$ cat src/irtc_pkg.sv
`default_nettype none
package irtc_pkg;
   localparam logic [3:0] ADDR_BYTE_CTRL   = 4'h0;
   localparam logic [3:0] ADDR_SHARED_CTRL = 4'h1;
   localparam logic [3:0] ADDR_WORD_CTRL   = 4'h2;
   localparam logic [3:0] ADDR_RESERVED    = 4'h3;
   localparam logic [3:0] ADDR_LOW_HOLD    = 4'h4;
   localparam logic [3:0] ADDR_HIGH_HOLD   = 4'h5;
   localparam logic [3:0] ADDR_WHOLD_LSB   = 4'h6;
   localparam logic [3:0] ADDR_WHOLD_MSB   = 4'h7;
   localparam logic [3:0] ADDR_WCAP_LSB    = 4'h8;
   localparam logic [3:0] ADDR_WCAP_MSB    = 4'h9;
   localparam logic [3:0] ADDR_CAP_LOW     = 4'hA;
   localparam logic [3:0] ADDR_CAP_HIGH    = 4'hB;

   // byte timer control fields
   localparam int BIT_RUN      = 7;
   localparam int BIT_SINGLE   = 6;
   localparam int BIT_TIMEOUT  = 5;
   localparam int BIT_CLK_HI   = 4;
   localparam int BIT_CLK_LO   = 3;
   localparam int BIT_CAP_IEN  = 2;
   localparam int BIT_TO_IEN   = 1;
   localparam int BIT_PIN_SEL  = 0;

   // shared control fields
   localparam int BIT_MODE     = 7;
   localparam int BIT_EDGE_HI  = 5;
   localparam int BIT_EDGE_LO  = 4;
   localparam int BIT_RISE_FLG = 1;
   localparam int BIT_FALL_FLG = 0;

   localparam logic [7:0] RST_BYTE_CTRL   = 8'h00;
   localparam logic [7:0] RST_SHARED_CTRL = 8'h00;
   localparam logic [7:0] RST_DATA        = 8'h00;
   localparam logic [7:0] CNT_TERM_UP     = 8'hFF;
   localparam logic [7:0] CNT_TERM_DOWN   = 8'h00;

   typedef enum logic [1:0] {
      IRTC_CLK_DIV1 = 2'b00,
      IRTC_CLK_DIV2 = 2'b01,
      IRTC_CLK_DIV4 = 2'b10,
      IRTC_CLK_DIV8 = 2'b11
   } irtc_clk_sel_t;

   typedef enum logic [1:0] {
      IRTC_EDGE_FALL = 2'b00,
      IRTC_EDGE_RISE = 2'b01,
      IRTC_EDGE_BOTH = 2'b10,
      IRTC_EDGE_RSVD = 2'b11
   } irtc_edge_sel_t;
endpackage : irtc_pkg
`default_nettype wire

$ cat src/irtc_timer_bank.sv
// Functional notes
// - bank decode: control 00h-01h, 02h unimplemented (reads zero), reserved 03h, holds 04h-07h, captures 08h-0Bh.
// - byte count for high interval goes to capture-high, low to capture-low; read-only.
// - word timer value captured msb/lsb into two read-only registers.
// - word timer hold value readable and writable as msb and lsb bytes.
// - byte timer high-level and low-level hold registers, readable and writable.
// - control bit 7 starts or stops the byte timer, reads run state, resets 0.
// - bit 6 clear reloads and continues at terminal count; set stops there.
// - bit 5 set at terminal count; writing 1 clears, writing 0 keeps.
// - bits 4:3 pick count clock: full, half, quarter or eighth rate.
// - bit 2 enables the interrupt on capture of an edge in demodulation.
// - bit 1 enables the interrupt on terminal count.
// - bit 0 routes byte timer output to the timer pin; resets 0.
// - first count clock after enable may come early or be short.
// - shared mode bit: 0 transmit, 1 demodulation; resets to transmit.
// - shared edge field: falling, rising, both, reserved.
`default_nettype none
module irtc_timer_bank (
   input  wire logic       clk_i,       // system clock
   input  wire logic       rst_i,       // async reset, active high
   input  wire logic [3:0] reg_addr_i,  // bank register index
   input  wire logic       reg_wr_i,    // write strobe
   input  wire logic       reg_rd_i,    // read strobe
   input  wire logic [7:0] reg_wdata_i, // write data
   output logic      [7:0] reg_rdata_o, // read data, one cycle later
   input  wire logic       demod_in_i,  // demodulator input signal
   input  wire logic       port_data_i, // ordinary port output value
   output logic            timer_pin_o, // timer output pin
   output logic            timeout_irq_o, // terminal count interrupt
   output logic            capture_irq_o  // capture interrupt
);
   logic [7:0]  byte_ctrl_r;
   logic [7:0]  shared_ctrl_r;
   logic [7:0]  low_level_reload_r;
   logic [7:0]  high_level_reload_r;
   logic [7:0]  word_reload_lower_r;
   logic [7:0]  word_reload_upper_r;
   logic [7:0]  word_capture_lower_r;
   logic [7:0]  word_capture_upper_r;
   logic [7:0]  low_interval_count_r;
   logic [7:0]  high_interval_count_r;
   logic [7:0]  byte_cnt_r;
   logic [15:0] word_cnt_r;
   logic        byte_out_r;
   logic        run_d_r;

   logic        wr_ctrl;
   logic        wr_shared;
   logic        byte_timer_run;
   logic        demod;
   logic        cen;
   logic        tc;
   logic        start;
   logic        rise;
   logic        fall;
   logic        hit;
   logic        prev_lvl;
   logic        cap_evt;
   logic        stop_single;

   assign wr_ctrl        = reg_wr_i && reg_addr_i == irtc_pkg::ADDR_BYTE_CTRL;
   assign wr_shared      = reg_wr_i && reg_addr_i == irtc_pkg::ADDR_SHARED_CTRL;
   assign byte_timer_run = byte_ctrl_r[irtc_pkg::BIT_RUN];
   assign demod          = shared_ctrl_r[irtc_pkg::BIT_MODE];
   assign start          = byte_timer_run && !run_d_r;
   assign cap_evt        = demod && byte_timer_run && hit;
   // demodulation counts up and times out at all ones; transmit counts down to zero
   assign tc = byte_timer_run && cen && !start && !cap_evt &&
               (byte_cnt_r == (demod ? irtc_pkg::CNT_TERM_UP : irtc_pkg::CNT_TERM_DOWN));
   assign stop_single    = tc && byte_ctrl_r[irtc_pkg::BIT_SINGLE];

   irtc_clk_div u_count_clock_divider (
      .clk_i (clk_i),
      .rst_i (rst_i),
      .sel_i (irtc_pkg::irtc_clk_sel_t'(byte_ctrl_r[irtc_pkg::BIT_CLK_HI:irtc_pkg::BIT_CLK_LO])),
      .cen_o (cen)
   );

   irtc_edge_det u_edge (
      .clk_i  (clk_i),
      .rst_i  (rst_i),
      .in_i   (demod_in_i),
      .sel_i  (irtc_pkg::irtc_edge_sel_t'(shared_ctrl_r[irtc_pkg::BIT_EDGE_HI:irtc_pkg::BIT_EDGE_LO])),
      .rise_o (rise),
      .fall_o (fall),
      .hit_o  (hit),
      .prev_o (prev_lvl)
   );

   // byte timer control; hardware set of the time-out flag wins over a clear
   always_ff @(posedge clk_i or posedge rst_i) begin
      if (rst_i) begin
         byte_ctrl_r <= irtc_pkg::RST_BYTE_CTRL;
      end else begin
         if (wr_ctrl) begin
            byte_ctrl_r[7:6] <= reg_wdata_i[7:6];
            byte_ctrl_r[4:0] <= reg_wdata_i[4:0];
         end else if (stop_single) begin
            byte_ctrl_r[irtc_pkg::BIT_RUN] <= 1'b0;
         end
         if (tc) begin
            byte_ctrl_r[irtc_pkg::BIT_TIMEOUT] <= 1'b1;
         end else if (wr_ctrl && reg_wdata_i[irtc_pkg::BIT_TIMEOUT]) begin
            byte_ctrl_r[irtc_pkg::BIT_TIMEOUT] <= 1'b0;
         end
      end
   end

   // shared control: mode, edge select, and edge flags in demodulation
   always_ff @(posedge clk_i or posedge rst_i) begin
      if (rst_i) begin
         shared_ctrl_r <= irtc_pkg::RST_SHARED_CTRL;
      end else begin
         if (wr_shared) begin
            shared_ctrl_r[7:2] <= reg_wdata_i[7:2];
         end
         if (demod && rise) begin
            shared_ctrl_r[irtc_pkg::BIT_RISE_FLG] <= 1'b1;
         end else if (wr_shared) begin
            shared_ctrl_r[irtc_pkg::BIT_RISE_FLG] <= demod ? shared_ctrl_r[irtc_pkg::BIT_RISE_FLG] &
               ~reg_wdata_i[irtc_pkg::BIT_RISE_FLG] : reg_wdata_i[irtc_pkg::BIT_RISE_FLG];
         end
         if (demod && fall) begin
            shared_ctrl_r[irtc_pkg::BIT_FALL_FLG] <= 1'b1;
         end else if (wr_shared) begin
            shared_ctrl_r[irtc_pkg::BIT_FALL_FLG] <= demod ? shared_ctrl_r[irtc_pkg::BIT_FALL_FLG] &
               ~reg_wdata_i[irtc_pkg::BIT_FALL_FLG] : reg_wdata_i[irtc_pkg::BIT_FALL_FLG];
         end
      end
   end

   // hold registers
   always_ff @(posedge clk_i or posedge rst_i) begin
      if (rst_i) begin
         low_level_reload_r  <= irtc_pkg::RST_DATA;
         high_level_reload_r <= irtc_pkg::RST_DATA;
         word_reload_lower_r <= irtc_pkg::RST_DATA;
         word_reload_upper_r <= irtc_pkg::RST_DATA;
      end else if (reg_wr_i) begin
         unique case (reg_addr_i)
            irtc_pkg::ADDR_LOW_HOLD:  low_level_reload_r  <= reg_wdata_i;
            irtc_pkg::ADDR_HIGH_HOLD: high_level_reload_r <= reg_wdata_i;
            irtc_pkg::ADDR_WHOLD_LSB: word_reload_lower_r <= reg_wdata_i;
            irtc_pkg::ADDR_WHOLD_MSB: word_reload_upper_r <= reg_wdata_i;
            default: ;
         endcase
      end
   end

   // byte counter and its output level
   always_ff @(posedge clk_i or posedge rst_i) begin
      if (rst_i) begin
         byte_cnt_r <= irtc_pkg::RST_DATA;
         byte_out_r <= 1'b0;
         run_d_r    <= 1'b0;
      end else begin
         run_d_r <= byte_timer_run;
         if (start) begin
            byte_cnt_r <= demod ? irtc_pkg::RST_DATA : low_level_reload_r;
            byte_out_r <= 1'b0;
         end else if (cap_evt) begin
            byte_cnt_r <= irtc_pkg::RST_DATA;
         end else if (tc) begin
            if (!demod) begin
               // reload the hold that matches the new level
               byte_cnt_r <= byte_out_r ? low_level_reload_r : high_level_reload_r;
               byte_out_r <= ~byte_out_r;
            end else begin
               byte_cnt_r <= irtc_pkg::RST_DATA;
            end
         end else if (byte_timer_run && cen) begin
            byte_cnt_r <= demod ? byte_cnt_r + 8'h01 : byte_cnt_r - 8'h01;
         end
      end
   end

   // captures; writes to these addresses have no path here
   always_ff @(posedge clk_i or posedge rst_i) begin
      if (rst_i) begin
         word_cnt_r            <= 16'h0000;
         word_capture_lower_r  <= irtc_pkg::RST_DATA;
         word_capture_upper_r  <= irtc_pkg::RST_DATA;
         low_interval_count_r  <= irtc_pkg::RST_DATA;
         high_interval_count_r <= irtc_pkg::RST_DATA;
      end else begin
         if (cap_evt) begin
            word_cnt_r           <= 16'h0000;
            word_capture_lower_r <= word_cnt_r[7:0];
            word_capture_upper_r <= word_cnt_r[15:8];
            if (prev_lvl) begin
               high_interval_count_r <= byte_cnt_r;
            end else begin
               low_interval_count_r <= byte_cnt_r;
            end
         end else if (demod && byte_timer_run) begin
            word_cnt_r <= word_cnt_r + 16'h0001;
         end
      end
   end

   // outputs, all registered
   always_ff @(posedge clk_i or posedge rst_i) begin
      if (rst_i) begin
         timer_pin_o   <= 1'b0;
         timeout_irq_o <= 1'b0;
         capture_irq_o <= 1'b0;
      end else begin
         timer_pin_o   <= byte_ctrl_r[irtc_pkg::BIT_PIN_SEL] ? byte_out_r : port_data_i;
         timeout_irq_o <= tc && byte_ctrl_r[irtc_pkg::BIT_TO_IEN];
         capture_irq_o <= cap_evt && byte_ctrl_r[irtc_pkg::BIT_CAP_IEN];
      end
   end

   // read port; reserved and unimplemented slots read zero
   always_ff @(posedge clk_i or posedge rst_i) begin
      if (rst_i) begin
         reg_rdata_o <= irtc_pkg::RST_DATA;
      end else if (reg_rd_i) begin
         unique case (reg_addr_i)
            irtc_pkg::ADDR_BYTE_CTRL:   reg_rdata_o <= byte_ctrl_r;
            irtc_pkg::ADDR_SHARED_CTRL: reg_rdata_o <= shared_ctrl_r;
            irtc_pkg::ADDR_LOW_HOLD:    reg_rdata_o <= low_level_reload_r;
            irtc_pkg::ADDR_HIGH_HOLD:   reg_rdata_o <= high_level_reload_r;
            irtc_pkg::ADDR_WHOLD_LSB:   reg_rdata_o <= word_reload_lower_r;
            irtc_pkg::ADDR_WHOLD_MSB:   reg_rdata_o <= word_reload_upper_r;
            irtc_pkg::ADDR_WCAP_LSB:    reg_rdata_o <= word_capture_lower_r;
            irtc_pkg::ADDR_WCAP_MSB:    reg_rdata_o <= word_capture_upper_r;
            irtc_pkg::ADDR_CAP_LOW:     reg_rdata_o <= low_interval_count_r;
            irtc_pkg::ADDR_CAP_HIGH:    reg_rdata_o <= high_interval_count_r;
            default:                    reg_rdata_o <= irtc_pkg::RST_DATA;
         endcase
      end
   end

   property p_tc_sets_flag;
      @(posedge clk_i) disable iff (rst_i)
      tc |=> byte_ctrl_r[irtc_pkg::BIT_TIMEOUT];
   endproperty
   a_tc_sets_flag: assert property (p_tc_sets_flag) else $error("timeout flag not set");

   property p_flag_w1c;
      @(posedge clk_i) disable iff (rst_i)
      (wr_ctrl && reg_wdata_i[irtc_pkg::BIT_TIMEOUT] && !tc) |=> !byte_ctrl_r[irtc_pkg::BIT_TIMEOUT];
   endproperty
   a_flag_w1c: assert property (p_flag_w1c) else $error("write 1 did not clear flag");

   property p_flag_w0_keeps;
      @(posedge clk_i) disable iff (rst_i)
      (wr_ctrl && !reg_wdata_i[irtc_pkg::BIT_TIMEOUT]) |=> $stable(byte_ctrl_r[irtc_pkg::BIT_TIMEOUT])
         || byte_ctrl_r[irtc_pkg::BIT_TIMEOUT];
   endproperty
   a_flag_w0_keeps: assert property (p_flag_w0_keeps) else $error("write 0 changed flag");

   property p_cap_high;
      @(posedge clk_i) disable iff (rst_i)
      (cap_evt && prev_lvl) |=> high_interval_count_r == $past(byte_cnt_r) && byte_cnt_r == 8'h00;
   endproperty
   a_cap_high: assert property (p_cap_high) else $error("high interval not captured");

   property p_cap_low;
      @(posedge clk_i) disable iff (rst_i)
      (cap_evt && !prev_lvl) |=> low_interval_count_r == $past(byte_cnt_r) && $stable(high_interval_count_r);
   endproperty
   a_cap_low: assert property (p_cap_low) else $error("low interval not captured");

   property p_cap_readonly;
      @(posedge clk_i) disable iff (rst_i)
      (!cap_evt) |=> $stable(low_interval_count_r) && $stable(word_capture_upper_r);
   endproperty
   a_cap_readonly: assert property (p_cap_readonly) else $error("capture changed without edge");

   property p_to_irq;
      @(posedge clk_i) disable iff (rst_i)
      tc |=> timeout_irq_o == $past(byte_ctrl_r[irtc_pkg::BIT_TO_IEN]);
   endproperty
   a_to_irq: assert property (p_to_irq) else $error("timeout interrupt wrong");

   property p_cap_irq;
      @(posedge clk_i) disable iff (rst_i)
      capture_irq_o |-> $past(cap_evt) && $past(byte_ctrl_r[irtc_pkg::BIT_CAP_IEN]);
   endproperty
   a_cap_irq: assert property (p_cap_irq) else $error("capture interrupt without cause");

   property p_single_stops;
      @(posedge clk_i) disable iff (rst_i)
      (stop_single && !wr_ctrl) |=> !byte_ctrl_r[irtc_pkg::BIT_RUN] ##1 $stable(byte_cnt_r);
   endproperty
   a_single_stops: assert property (p_single_stops) else $error("single pass kept running");

   property p_pin_route;
      @(posedge clk_i) disable iff (rst_i)
      byte_ctrl_r[irtc_pkg::BIT_PIN_SEL] |=> timer_pin_o == $past(byte_out_r);
   endproperty
   a_pin_route: assert property (p_pin_route) else $error("pin not routed to timer");

   c_timeout: cover property (@(posedge clk_i) disable iff (rst_i) tc ##1 timeout_irq_o);
   c_cap_both: cover property (@(posedge clk_i) disable iff (rst_i) (cap_evt && prev_lvl) ##[1:50] (cap_evt && !prev_lvl));
   c_set_vs_clear: cover property (@(posedge clk_i) disable iff (rst_i) tc && wr_ctrl && reg_wdata_i[5]);
endmodule : irtc_timer_bank
`default_nettype wire

$ cat src/irtc_clk_div.sv
`default_nettype none
module irtc_clk_div (
   input  wire logic                   clk_i,  // system clock
   input  wire logic                   rst_i,  // async reset
   input  wire irtc_pkg::irtc_clk_sel_t sel_i, // divide select
   output logic                        cen_o   // count enable pulse
);
   logic [2:0] div_r;

   // free running, so the first pulse after enable lands anywhere
   always_ff @(posedge clk_i or posedge rst_i) begin
      if (rst_i) begin
         div_r <= 3'h0;
      end else begin
         div_r <= div_r + 3'h1;
      end
   end

   always_comb begin
      unique case (sel_i)
         irtc_pkg::IRTC_CLK_DIV1: cen_o = 1'b1;
         irtc_pkg::IRTC_CLK_DIV2: cen_o = div_r[0];
         irtc_pkg::IRTC_CLK_DIV4: cen_o = &div_r[1:0];
         irtc_pkg::IRTC_CLK_DIV8: cen_o = &div_r;
      endcase
   end

   property p_div8;
      @(posedge clk_i) disable iff (rst_i)
      (cen_o && sel_i == irtc_pkg::IRTC_CLK_DIV8) |=>
         (!cen_o || sel_i != irtc_pkg::IRTC_CLK_DIV8)[*7];
   endproperty
   a_div8: assert property (p_div8) else $error("divide by 8 pulse too early");
endmodule : irtc_clk_div
`default_nettype wire

$ cat src/irtc_edge_det.sv
`default_nettype none
module irtc_edge_det (
   input  wire logic                    clk_i,  // system clock
   input  wire logic                    rst_i,  // async reset
   input  wire logic                    in_i,   // demodulator input
   input  wire irtc_pkg::irtc_edge_sel_t sel_i, // edge select
   output logic                         rise_o, // rising edge seen
   output logic                         fall_o, // falling edge seen
   output logic                         hit_o,  // selected edge
   output logic                         prev_o  // level of ended interval
);
   logic prev_r;

   always_ff @(posedge clk_i or posedge rst_i) begin
      if (rst_i) begin
         prev_r <= 1'b0;
      end else begin
         prev_r <= in_i;
      end
   end

   assign rise_o = in_i & ~prev_r;
   assign fall_o = ~in_i & prev_r;
   assign prev_o = prev_r;

   always_comb begin
      unique case (sel_i)
         irtc_pkg::IRTC_EDGE_FALL: hit_o = fall_o;
         irtc_pkg::IRTC_EDGE_RISE: hit_o = rise_o;
         irtc_pkg::IRTC_EDGE_BOTH: hit_o = rise_o | fall_o;
         irtc_pkg::IRTC_EDGE_RSVD: hit_o = 1'b0;
      endcase
   end

   property p_hit_is_change;
      @(posedge clk_i) disable iff (rst_i)
      hit_o |-> (in_i != prev_r) && (sel_i != irtc_pkg::IRTC_EDGE_RSVD);
   endproperty
   a_hit_is_change: assert property (p_hit_is_change) else $error("edge without change");
endmodule : irtc_edge_det
`default_nettype wire

$ cat config.mk
export PLATFORM = sky130hd
export DESIGN_NAME = irtc_timer_bank
export DESIGN_NICKNAME = d
export VERILOG_FILES = /design/src/irtc_pkg.sv /design/src/irtc_timer_bank.sv /design/src/irtc_clk_div.sv /design/src/irtc_edge_det.sv
export SDC_FILE = /design/constraint.sdc
export NUM_CORES = 1
export LEC_CHECK = 0
export ABC_AREA = 1
export BUFFER_PORTS_ARGS = -buffer_cell sky130_fd_sc_hd__buf_2
export CORE_MARGIN = 5
export CORE_UTILIZATION = 30
export CTS_BUF_LIST = sky130_fd_sc_hd__clkbuf_16
export DETAILED_ROUTE_END_ITERATION = 10
export GPL_TIMING_DRIVEN = 0
export PLACE_DENSITY = 0.54
export SLEW_MARGIN = 20
export SYNTH_ARGS = -nofsm -noshare
export SYNTH_HDL_FRONTEND = slang
export SYNTH_SLANG_ARGS = --single-unit
$ cat constraint.sdc
create_clock -name clk_i -period 3.5 [get_ports clk_i]
set_input_delay 0.175 -clock clk_i [delete_from_list [all_inputs] [get_ports clk_i]]
set_output_delay 0.175 -clock clk_i [all_outputs]
set_load 0.05 [all_outputs]
==> flow_summary.yaml, run 1 <==
layout:
  layout-drive-gt1-share_pct: 14.97
  final_cell_mix: "nand2_1 (233), dfrtp_1 (121), inv_1 (78)"
  nNetsFinal: 879
  largest_register_ffs: 16
  final_util_pct: 35.86
  nFillCells: 2283
  area_growth_pct: 17.55
  layout_commonest_cell: "nand2_1"
  antennaDiodeCount: 0
  regMostFlops: "word_cnt_r"
synthesis:
  synth-simple-area-share_pct: 30.32
  synth_area_um2: 6432
  synth_cells: 799
  synth_compound_area_share_pct: 11.85
  yosys_warnings: 0
  seq_area_frac_synth_pct: 47.07
  synth.avg_cell_area_um2: 8.051
  synth_seq_cells: 121
  yosysUniqueCellTypes: 42
  syn-num-nets: 829
  synth_top_family_by_area: "simple AND/OR/NAND/NOR gates"
  synth_adder_area_share_pct: 2.451
  synth_mux_area_share_pct: 0.3501
  synth_xor_area_share_pct: 0.5446
run_status:
  status: "completed"
floorplan:
  initial_utilization_pct: 30.50
  die-area_um2: 24470
  rows: 53
  die_w_um: 156.4
  die_y_um: 156.4
  core_area_um2: 21090
  io_pins: 29
setup_path:
  cp_max_fo: 15
  worstPathArrival_ns: 3.13
  crit_path_top_delay_cell: "clkbuf_1"
  cp-start-kind: "flop"
  path_cells: "buf_6 > inv_2 > buf_6 > clkbuf_1 > ha_1 > nand2_1 > inv_1 > nand3_2 > nor2_8 > nand3_4 > o21ai_0 > o22ai_1"
  endpoint_kind: "flop"
  path_common_cell: "buf_6"
  max_stage_delay_ns: 0.63
  crit_type: "flop to flop"
  crit_required_ns: 3.80
clocking:
  root_buffer: "clkbuf_16"
  h-tree-depth: 4
  clk_pin_slew_worst_paths_ns: 0.06
  cts_setup_buffers: 0
  insertion_delay_ns: 0.42
  clk_path_buf_depth: 2
  cts_tree: "built"
  cts_sinks: 121
  cts-hold-fix-buffers: 3
  cts_buffers: 17
  cts_resized: 0
global_route:
  grt_pass1_vias: 5340
  overflow: 0
  grt_max_degree: 68
  grt_pass1_wl_mm: 29.59
  antenna_found_initial: 0
  grt_use_total_pct: 15.53
routing:
  dr.first_iter.drc_count: 428
  wl_per_cell_um: 15.89
  ant_nets: 0
  drc_errors: 0
  vias: 5445
  avgViaCountPerCell: 4.789
  first_pass_iters: 5
  drt_wl_total_mm: 18.07
run:
  drv_cap: 0
place:
  pre_cts_slack_ns: 0.6883
  portBuffers: 27
  hpwlAfterDp_mm: 13.33
  place_congestion: 0.8423
pwr:
  power.density_nw_per_um2: 703.8
  vdd_drop_max_v: 0.0003617
  design_power_total_mw: 5.322
  p_leak_nw: 3.658
sta:
  hold_viol: 0
  slew_violations: 0
  rsz0062_at_grt: "false"
  fin_crit_sh_pct: 80.76
  post-route-min-period_ns: 2.827
  worst_pin_slew_ns: 0.8197
  setup_ws_ns: 0.6733
  clock.fmax_mhz: 353.8
  setup_violations: 0
  relSlewSlack_pct: 45.35
  fin_skew_ns: 0.008733
  final.setup.tns_ns: 0
min_path:
  hp-class: "input port to flop"
[critical path, delay by kind of cell (launching register included)]
kind / cells / cell delay [ns]
compound gates: 2 / 0.26
fa+ha+maj: 1 / 0.33
buf+inv: 5 / 1.10
flops: 1 / 0.41
simple gates: 4 / 0.60
[Yosys cell counts]
cell,n,area share (%)
nand3_1,70,5.4
or2_0,1,0.097
nor2_1,40,2.3
nor2_8,2,0.62
o211ai_1,1,0.12
xor2_1,2,0.27
nand4_4,1,0.33
o221ai_1,1,0.14
o31ai_1,2,0.23
inv_1,78,4.6
nand3_2,3,0.47
nor3_4,2,0.51
o22ai_1,4,0.39
dfrtp_1,121,47
a211oi_1,1,0.12
a31oi_1,1,0.097
o311ai_1,1,0.14
nand2_4,8,1.4
ha_1,11,2.1
a21oi_1,22,1.7
nor2_4,7,1.2
a21oi_2,2,0.27
nor2_2,2,0.19
nor3b_2,1,0.19
nand3_4,1,0.27
buf_6,7,1.2
xnor2_1,2,0.27
o21ai_2,7,0.95
a22o_1,1,0.14
nor4_1,1,0.097
o21ai_1,50,3.9
fa_1,1,0.31
nor3_1,10,0.78
buf_2,9,0.70
nand3b_1,2,0.23
o21ai_0,47,3.7
mux2_2,2,0.35
inv_2,9,0.53
clkbuf_1,7,0.41
nand2_2,10,0.97
nand4_1,16,1.6
nand2_1,233,14
[cell type report]
| cell class | count | area [um^2] | area share [%] |
|---|---|---|---|
| clock buffer | 17 | 425.4 | 5.626 |
| tap | 275 | 344.1 | 4.551 |
| multi-input combinational | 568 | 2928 | 38.72 |
| sequential | 121 | 3028 | 40.05 |
| timing repair buffer | 31 | 192.7 | 2.548 |
| clock inverter | 15 | 158.9 | 2.102 |
| buffer | 23 | 150.1 | 1.986 |
| inverter | 87 | 334.1 | 4.418 |
[cells by family after synthesis]
logic type                 after synthesis
adders and majority gates               12
and+or+nand+nor                        410
buffers and inverters                  110
DFF                                    121
xor gates and xnor gates                 4
AOI/OAI and AO/OA                      140
muxes                                    2
[per-stage QoR]
| step | cells | cell area, um^2 | hold WS [ns] |
|---|---|---|---|
| detailed placement | 1102 | 6947 | 0.2219 |
| finish | 1137 | 7561 | 0.1031 |
| global route | 1137 | 7561 | 0.1075 |
| CTS | 1137 | 7561 | 0.08351 |
| floorplan | 799 | 6432 | 0.2064 |
| global placement | 1101 | 6912 | 0.3512 |
[final timing paths]
| path | slack (ns) | endpoint | startpoint | cells past startpoint |
|---|---|---|---|---|
| worst max-delay path | 0.67 | byte_ctrl_r[7] | shared_ctrl_r[7] | 12 |
| worst min-delay path | 0.10 | shared_ctrl_r[0] | reg_wdata_i[0] | 3 |
| worst max register to register | 0.67 | byte_ctrl_r[7] | shared_ctrl_r[7] | 12 |
| worst min register to register | 0.45 | u_count_clock_divider.div_r[0] | u_count_clock_divider.div_r[0] | 1 |
| max in group asynchronous | 2.51 | low_level_reload_r[0] | rst_i | 4 |
| min in group asynchronous | 0.30 | word_cnt_r[13] | rst_i | 3 |
[where the power goes]
| part | internal [mW] | leakage [nW] | switching [mW] |
|---|---|---|---|
| Sequential | 1.74 | 1.56 | 0.266 |
| Combinational | 0.554 | 1.82 | 1.00 |
| Clock | 1.10 | 0.280 | 0.652 |
[routing by layer]
metal,vias to the layer above,track usage [%],wire length [um]
li1,2722,-,-
met1,2580,21.65,8651
met2,115,23.75,8336
met3,28,3.374,677
met4,0,5.702,407
met5,-,0,0
Power figures use the tool's default switching activity.
==> run 2, diff against run 1 <==
--- a/config.mk
+++ b/config.mk
@@ -12,7 +12,7 @@
 export CTS_BUF_LIST = sky130_fd_sc_hd__clkbuf_16
 export DETAILED_ROUTE_END_ITERATION = 10
 export GPL_TIMING_DRIVEN = 0
-export PLACE_DENSITY = 0.54
+export PLACE_DENSITY = 0.53
 export SLEW_MARGIN = 20
 export SYNTH_ARGS = -nofsm -noshare
 export SYNTH_HDL_FRONTEND = slang
==> constraint.sdc (replaced) <==
create_clock -name clk_i -period 2.95 [get_ports clk_i]
set_input_delay 0.1475 -clock clk_i [delete_from_list [all_inputs] [get_ports clk_i]]
set_output_delay 0.1475 -clock clk_i [all_outputs]
set_load 0.05 [all_outputs]
==> flow_summary.yaml, run 2 (synthesis gave the netlist of run 1 again) <==
run_status:
  status: "completed"
floorplan:
  rows: 53
  io_pins: 29
  core_area_um2: 21090
  die-area_um2: 24470
  die_w_um: 156.4
  die_y_um: 156.4
  initial_utilization_pct: 30.50
sta:
  worst_pin_slew_ns: 0.7083
  final.setup.tns_ns: 0
  holdWs_ns: 0.06849
  post-route-min-period_ns: 2.310
  fin_crit_sh_pct: 78.32
  fin_skew_ns: 0.01694
  setup_violations: 0
  relSlewSlack_pct: 52.61
  clock.fmax_mhz: 432.8
  slew_violations: 0
  rsz0062_at_grt: "false"
  hold_viol: 0
clocking:
  h-tree-depth: 4
  root_buffer: "clkbuf_16"
  cts_buffers: 17
  clk_pin_slew_worst_paths_ns: 0.06
  cts_tree: "built"
  clk_path_buf_depth: 2
  cts_sinks: 121
  insertion_delay_ns: 0.43
pwr:
  combPwrFrac_pct: 29.1
  net-switching-power_mw: 2.320
  internal-power_mw: 4.058
  power.density_nw_per_um2: 836.9
  clkPwrFrac_pct: 33.6
  p_leak_nw: 3.681
  sw_frac_of_total_pct: 36.37
  vdd_drop_max_v: 0.0004355
  p_seq_share_pct: 37.3
global_route:
  overflow: 0
  grt_use_total_pct: 15.69
  grt_pass1_vias: 5360
  antenna_found_initial: 0
  grt_pass1_wl_mm: 29.97
  grt_max_degree: 33
layout:
  layout.area.seq_um2: 3028
  multi_input_area_um2: 2928
  antennaDiodeCount: 0
  nNetsFinal: 881
  layout-drive-gt1-share_pct: 15.63
  regMostFlops: "word_cnt_r"
  layout_commonest_cell: "nand2_1"
  nFillCells: 2245
  largest_register_ffs: 16
  area_growth_pct: 18.48
  final_cell_mix: "nand2_1 (233), dfrtp_1 (121), inv_1 (77)"
  final_util_pct: 36.14
place:
  portBuffers: 27
  hpwlAfterDp_mm: 13.63
  place_congestion: 0.8254
routing:
  wl_per_cell_um: 15.98
  drt_wl_total_mm: 18.20
  first_pass_iters: 5
  drc_errors: 0
  ant_nets: 0
  avgViaCountPerCell: 4.756
  vias: 5417
  dr.first_iter.drc_count: 334
setup_path:
  r2r_start: "shared_ctrl_r[7]"
  crit_required_ns: 3.24
  critPathLaunch: "shared_ctrl_r[7]"
  cp-start-kind: "flop"
  endpoint_kind: "flop"
  worstPathArrival_ns: 2.60
  r2r_setup_slack_ns: 0.64
  cp_max_fo: 24
  crit_type: "flop to flop"
run:
  drv_cap: 0
min_path:
  worst_hold_startpoint: "reg_wdata_i[0]"
  hp-class: "input port to flop"
-- run 2: cell count changes in the layout (fill, tap and decap cells not counted), sizes merged --
cell and delta:
clkbuf -1, clkinvlp +1, buf +3, clkinv -1
-- run 2: stage by stage --
step	power, mW	instances	setup WS [ns]	cell area [um^2]
floorplan	3.758	799	0.6499	6436
global placement	4.230	1101	0.09156	6915
detailed placement	4.263	1105	0.06764	6995
CTS	6.423	1140	0.06075	7625
global route	6.803	1139	0.4667	7621
finish	6.378	1139	0.6395	7621
-- run 2: worst max-delay path: stages (launching register included) --
cell and delay (ns):
dfrtp_1 0.39, buf_6 0.18, inv_2 0.05, buf_6 0.17, ha_1 0.42, nand2_1 0.07
nor2_1 0.08, nand2_1 0.07, nor2_2 0.15, nand3_1 0.22, nor2_1 0.18, xnor2_1 0.13
nor2_1 0.06
-- run 2: path summary, 6_finish.rpt --
check	to	cells past startpoint
worst max-delay path	byte_out_r	12
worst min-delay path	shared_ctrl_r[0]	3
worst max register to register	byte_out_r	12
worst min register to register	u_count_clock_divider.div_r[0]	1
max in group asynchronous	low_level_reload_r[2]	6
min in group asynchronous	word_cnt_r[10]	3
-- run 2: area by class of cell --
class | instances | area share, %
sequential | 121 | 39.73
multi-input combinational | 568 | 38.42
timing repair buffer | 34 | 3.218
clock inverter | 15 | 2.282
inverter | 87 | 4.334
clock buffer | 17 | 5.582
buffer | 22 | 1.921
tap | 275 | 4.515
-- run 2: routing by layer --
layer  wire (um)  global-route usage, %
met1        8798                  21.82
met2        8426                  24.80
met3         593                  2.987
met4         379                  4.917
met5           0                      0
-- run 2: power by group through the flow --
stage	logic [mW]	registers, mW	clock network [mW]
after floorplan	1.37	2.39	0
after global placement	1.83	2.40	0
after detailed placement	1.87	2.40	0
after CTS	1.88	2.37	2.17
after global routing	2.12	2.43	2.25
final	1.86	2.38	2.14
-- run 2: repair_timing --
item / 4_1_cts / 5_1_grt
endpoints found under the hold margin: 22 / 0
buffers inserted: 0 / 0
setup endpoints to repair: 0 / 9
hold buffers: 3 / 0
resized for setup: 0 / 0
==> run 3, diff against run 2 <==
==> constraint.sdc (replaced) <==
create_clock -name clk_i -period 2.39 [get_ports clk_i]
set_input_delay 0.1195 -clock clk_i [delete_from_list [all_inputs] [get_ports clk_i]]
set_output_delay 0.1195 -clock clk_i [all_outputs]
set_load 0.05 [all_outputs]
==> flow_summary.yaml, run 3 (synthesis gave the netlist of run 1 again) <==
global_route:
  antenna_found_initial: 0
  grt_pass1_wl_mm: 29.91
  grt_use_total_pct: 15.66
  grt_pass1_vias: 5343
  grt_max_degree: 33
  overflow: 0
place:
  portBuffers: 27
  dp.cells: 1105
  place_congestion: 0.8254
  hpwlAfterDp_mm: 13.63
  pre_cts_slack_ns: -0.4924
routing:
  vias: 5423
  dr.first_iter.drc_count: 343
  ant_nets: 0
  avgViaCountPerCell: 4.745
  drc_errors: 0
  first_pass_iters: 4
  wl_per_cell_um: 16.02
  drt_wl_total_mm: 18.31
run_status:
  status: "completed"
pwr:
  power.density_nw_per_um2: 1034
  p_leak_nw: 3.704
  vdd_drop_max_v: 0.0005381
clocking:
  insertion_delay_ns: 0.43
  root_buffer: "clkbuf_16"
  cts_buffers: 17
  cts_tree: "built"
  cts_sinks: 121
  clk_pin_slew_worst_paths_ns: 0.06
  h-tree-depth: 4
  clk_path_buf_depth: 2
setup_path:
  worstPathArrival_ns: 2.49
  crit_required_ns: 2.68
  endpoint_kind: "flop"
  cp_max_fo: 24
  crit_type: "flop to flop"
  cp-start-kind: "flop"
sta:
  worst_pin_slew_ns: 0.7089
  fin_skew_ns: 0.01575
  setup_violations: 0
  setup_ws_ns: 0.1921
  fin_crit_sh_pct: 91.96
  clock.fmax_mhz: 455.0
  hold_viol: 0
  holdWs_ns: 0.03724
  relSlewSlack_pct: 52.57
  final.setup.tns_ns: 0
  slew_violations: 0
  post-route-min-period_ns: 2.198
  rsz0062_at_grt: "false"
layout:
  antennaDiodeCount: 0
  largest_register_ffs: 16
  fin_cells: 1143
  nFillCells: 2240
  area_growth_pct: 19.84
  layout-drive-gt1-share_pct: 16.71
  nNetsFinal: 885
  final_util_pct: 36.56
  final_cell_mix: "nand2_1 (233), dfrtp_1 (121), inv_1 (77)"
  layout_commonest_cell: "nand2_1"
  regMostFlops: "word_cnt_r"
floorplan:
  die-area_um2: 24470
  io_pins: 29
  die_w_um: 156.4
  die_y_um: 156.4
  rows: 53
  initial_utilization_pct: 30.50
  core_area_um2: 21090
run:
  drv_cap: 0
min_path:
  hp-class: "input port to flop"
run 3: changes by cell type in the layout (fill, tap and decap cells not counted):
cell	before	now
ha_4	0	4
ha_2	0	1
ha_1	11	6
nand3_1	70	69
buf_4	0	4
nand3_2	3	4
run 3: timing repair:
item	4_1_cts	5_1_grt
buffers inserted	0	4
hold buffers	3	0
gates resized for setup	0	6
hold endpoints to repair	22	0
setup endpoints to repair	12	9
pin swaps	0	1
run 3: metrics by stage:
| step | power, mW | instance area [um^2] |
|---|---|---|
| after floorplan | 4.638 | 6436 |
| after global placement | 5.221 | 6915 |
| after detailed placement | 5.261 | 6995 |
| after CTS | 7.924 | 7621 |
| after global routing | 8.497 | 7709 |
| final | 7.972 | 7709 |
run 3: critical path: stages (launching register included):
cell     delay, ns
dfrtp_1       0.39
buf_6         0.18
inv_2         0.05
buf_6         0.19
ha_2          0.41
nand2_1       0.06
nor2_1        0.08
nand2_1       0.07
nor2_2        0.16
nand3_2       0.15
nor2_1        0.15
xnor2_1       0.13
nor2_1        0.06
run 3: worst paths after layout:
| kind | startpoint | endpoint | cells after the start | slack (ns) |
|---|---|---|---|---|
| setup / recovery | shared_ctrl_r[7] | byte_out_r | 12 | 0.19 |
| hold / removal | reg_wdata_i[0] | shared_ctrl_r[0] | 3 | 0.04 |
| setup reg to reg | shared_ctrl_r[7] | byte_out_r | 12 | 0.19 |
| hold reg to reg | u_count_clock_divider.div_r[0] | u_count_clock_divider.div_r[0] | 1 | 0.45 |
| max in group asynchronous | rst_i | low_level_reload_r[2] | 6 | 1.18 |
| min in group asynchronous | rst_i | word_cnt_r[10] | 3 | 0.29 |
run 3: area by class of cell:
cell class / instances / area, um^2 / share of cell area [%]
sequential: 121 / 3028 / 39.28
multi-input combinational: 568 / 2985 / 38.73
clock buffer: 17 / 425.4 / 5.519
tap: 275 / 344.1 / 4.464
inverter: 87 / 330.3 / 4.285
timing repair buffer: 38 / 275.3 / 3.571
clock inverter: 15 / 173.9 / 2.256
buffer: 22 / 146.4 / 1.899
run 3: where the power goes:
part	total, mW	switching [mW]	internal, mW
Sequential	2.95	0.398	2.55
Clock	2.65	1.01	1.64
Combinational	2.37	1.49	0.888
Total	7.97	2.89	5.08
run 3: metal layers:
| layer | vias to the layer above | wire [um] | global-route usage [%] |
|---|---|---|---|
| li1 | 2740 | - | - |
| met1 | 2568 | 8840 | 21.80 |
| met2 | 91 | 8508 | 24.69 |
| met3 | 24 | 586 | 2.987 |
| met4 | 0 | 374 | 4.917 |
| met5 | - | 0 | 0 |
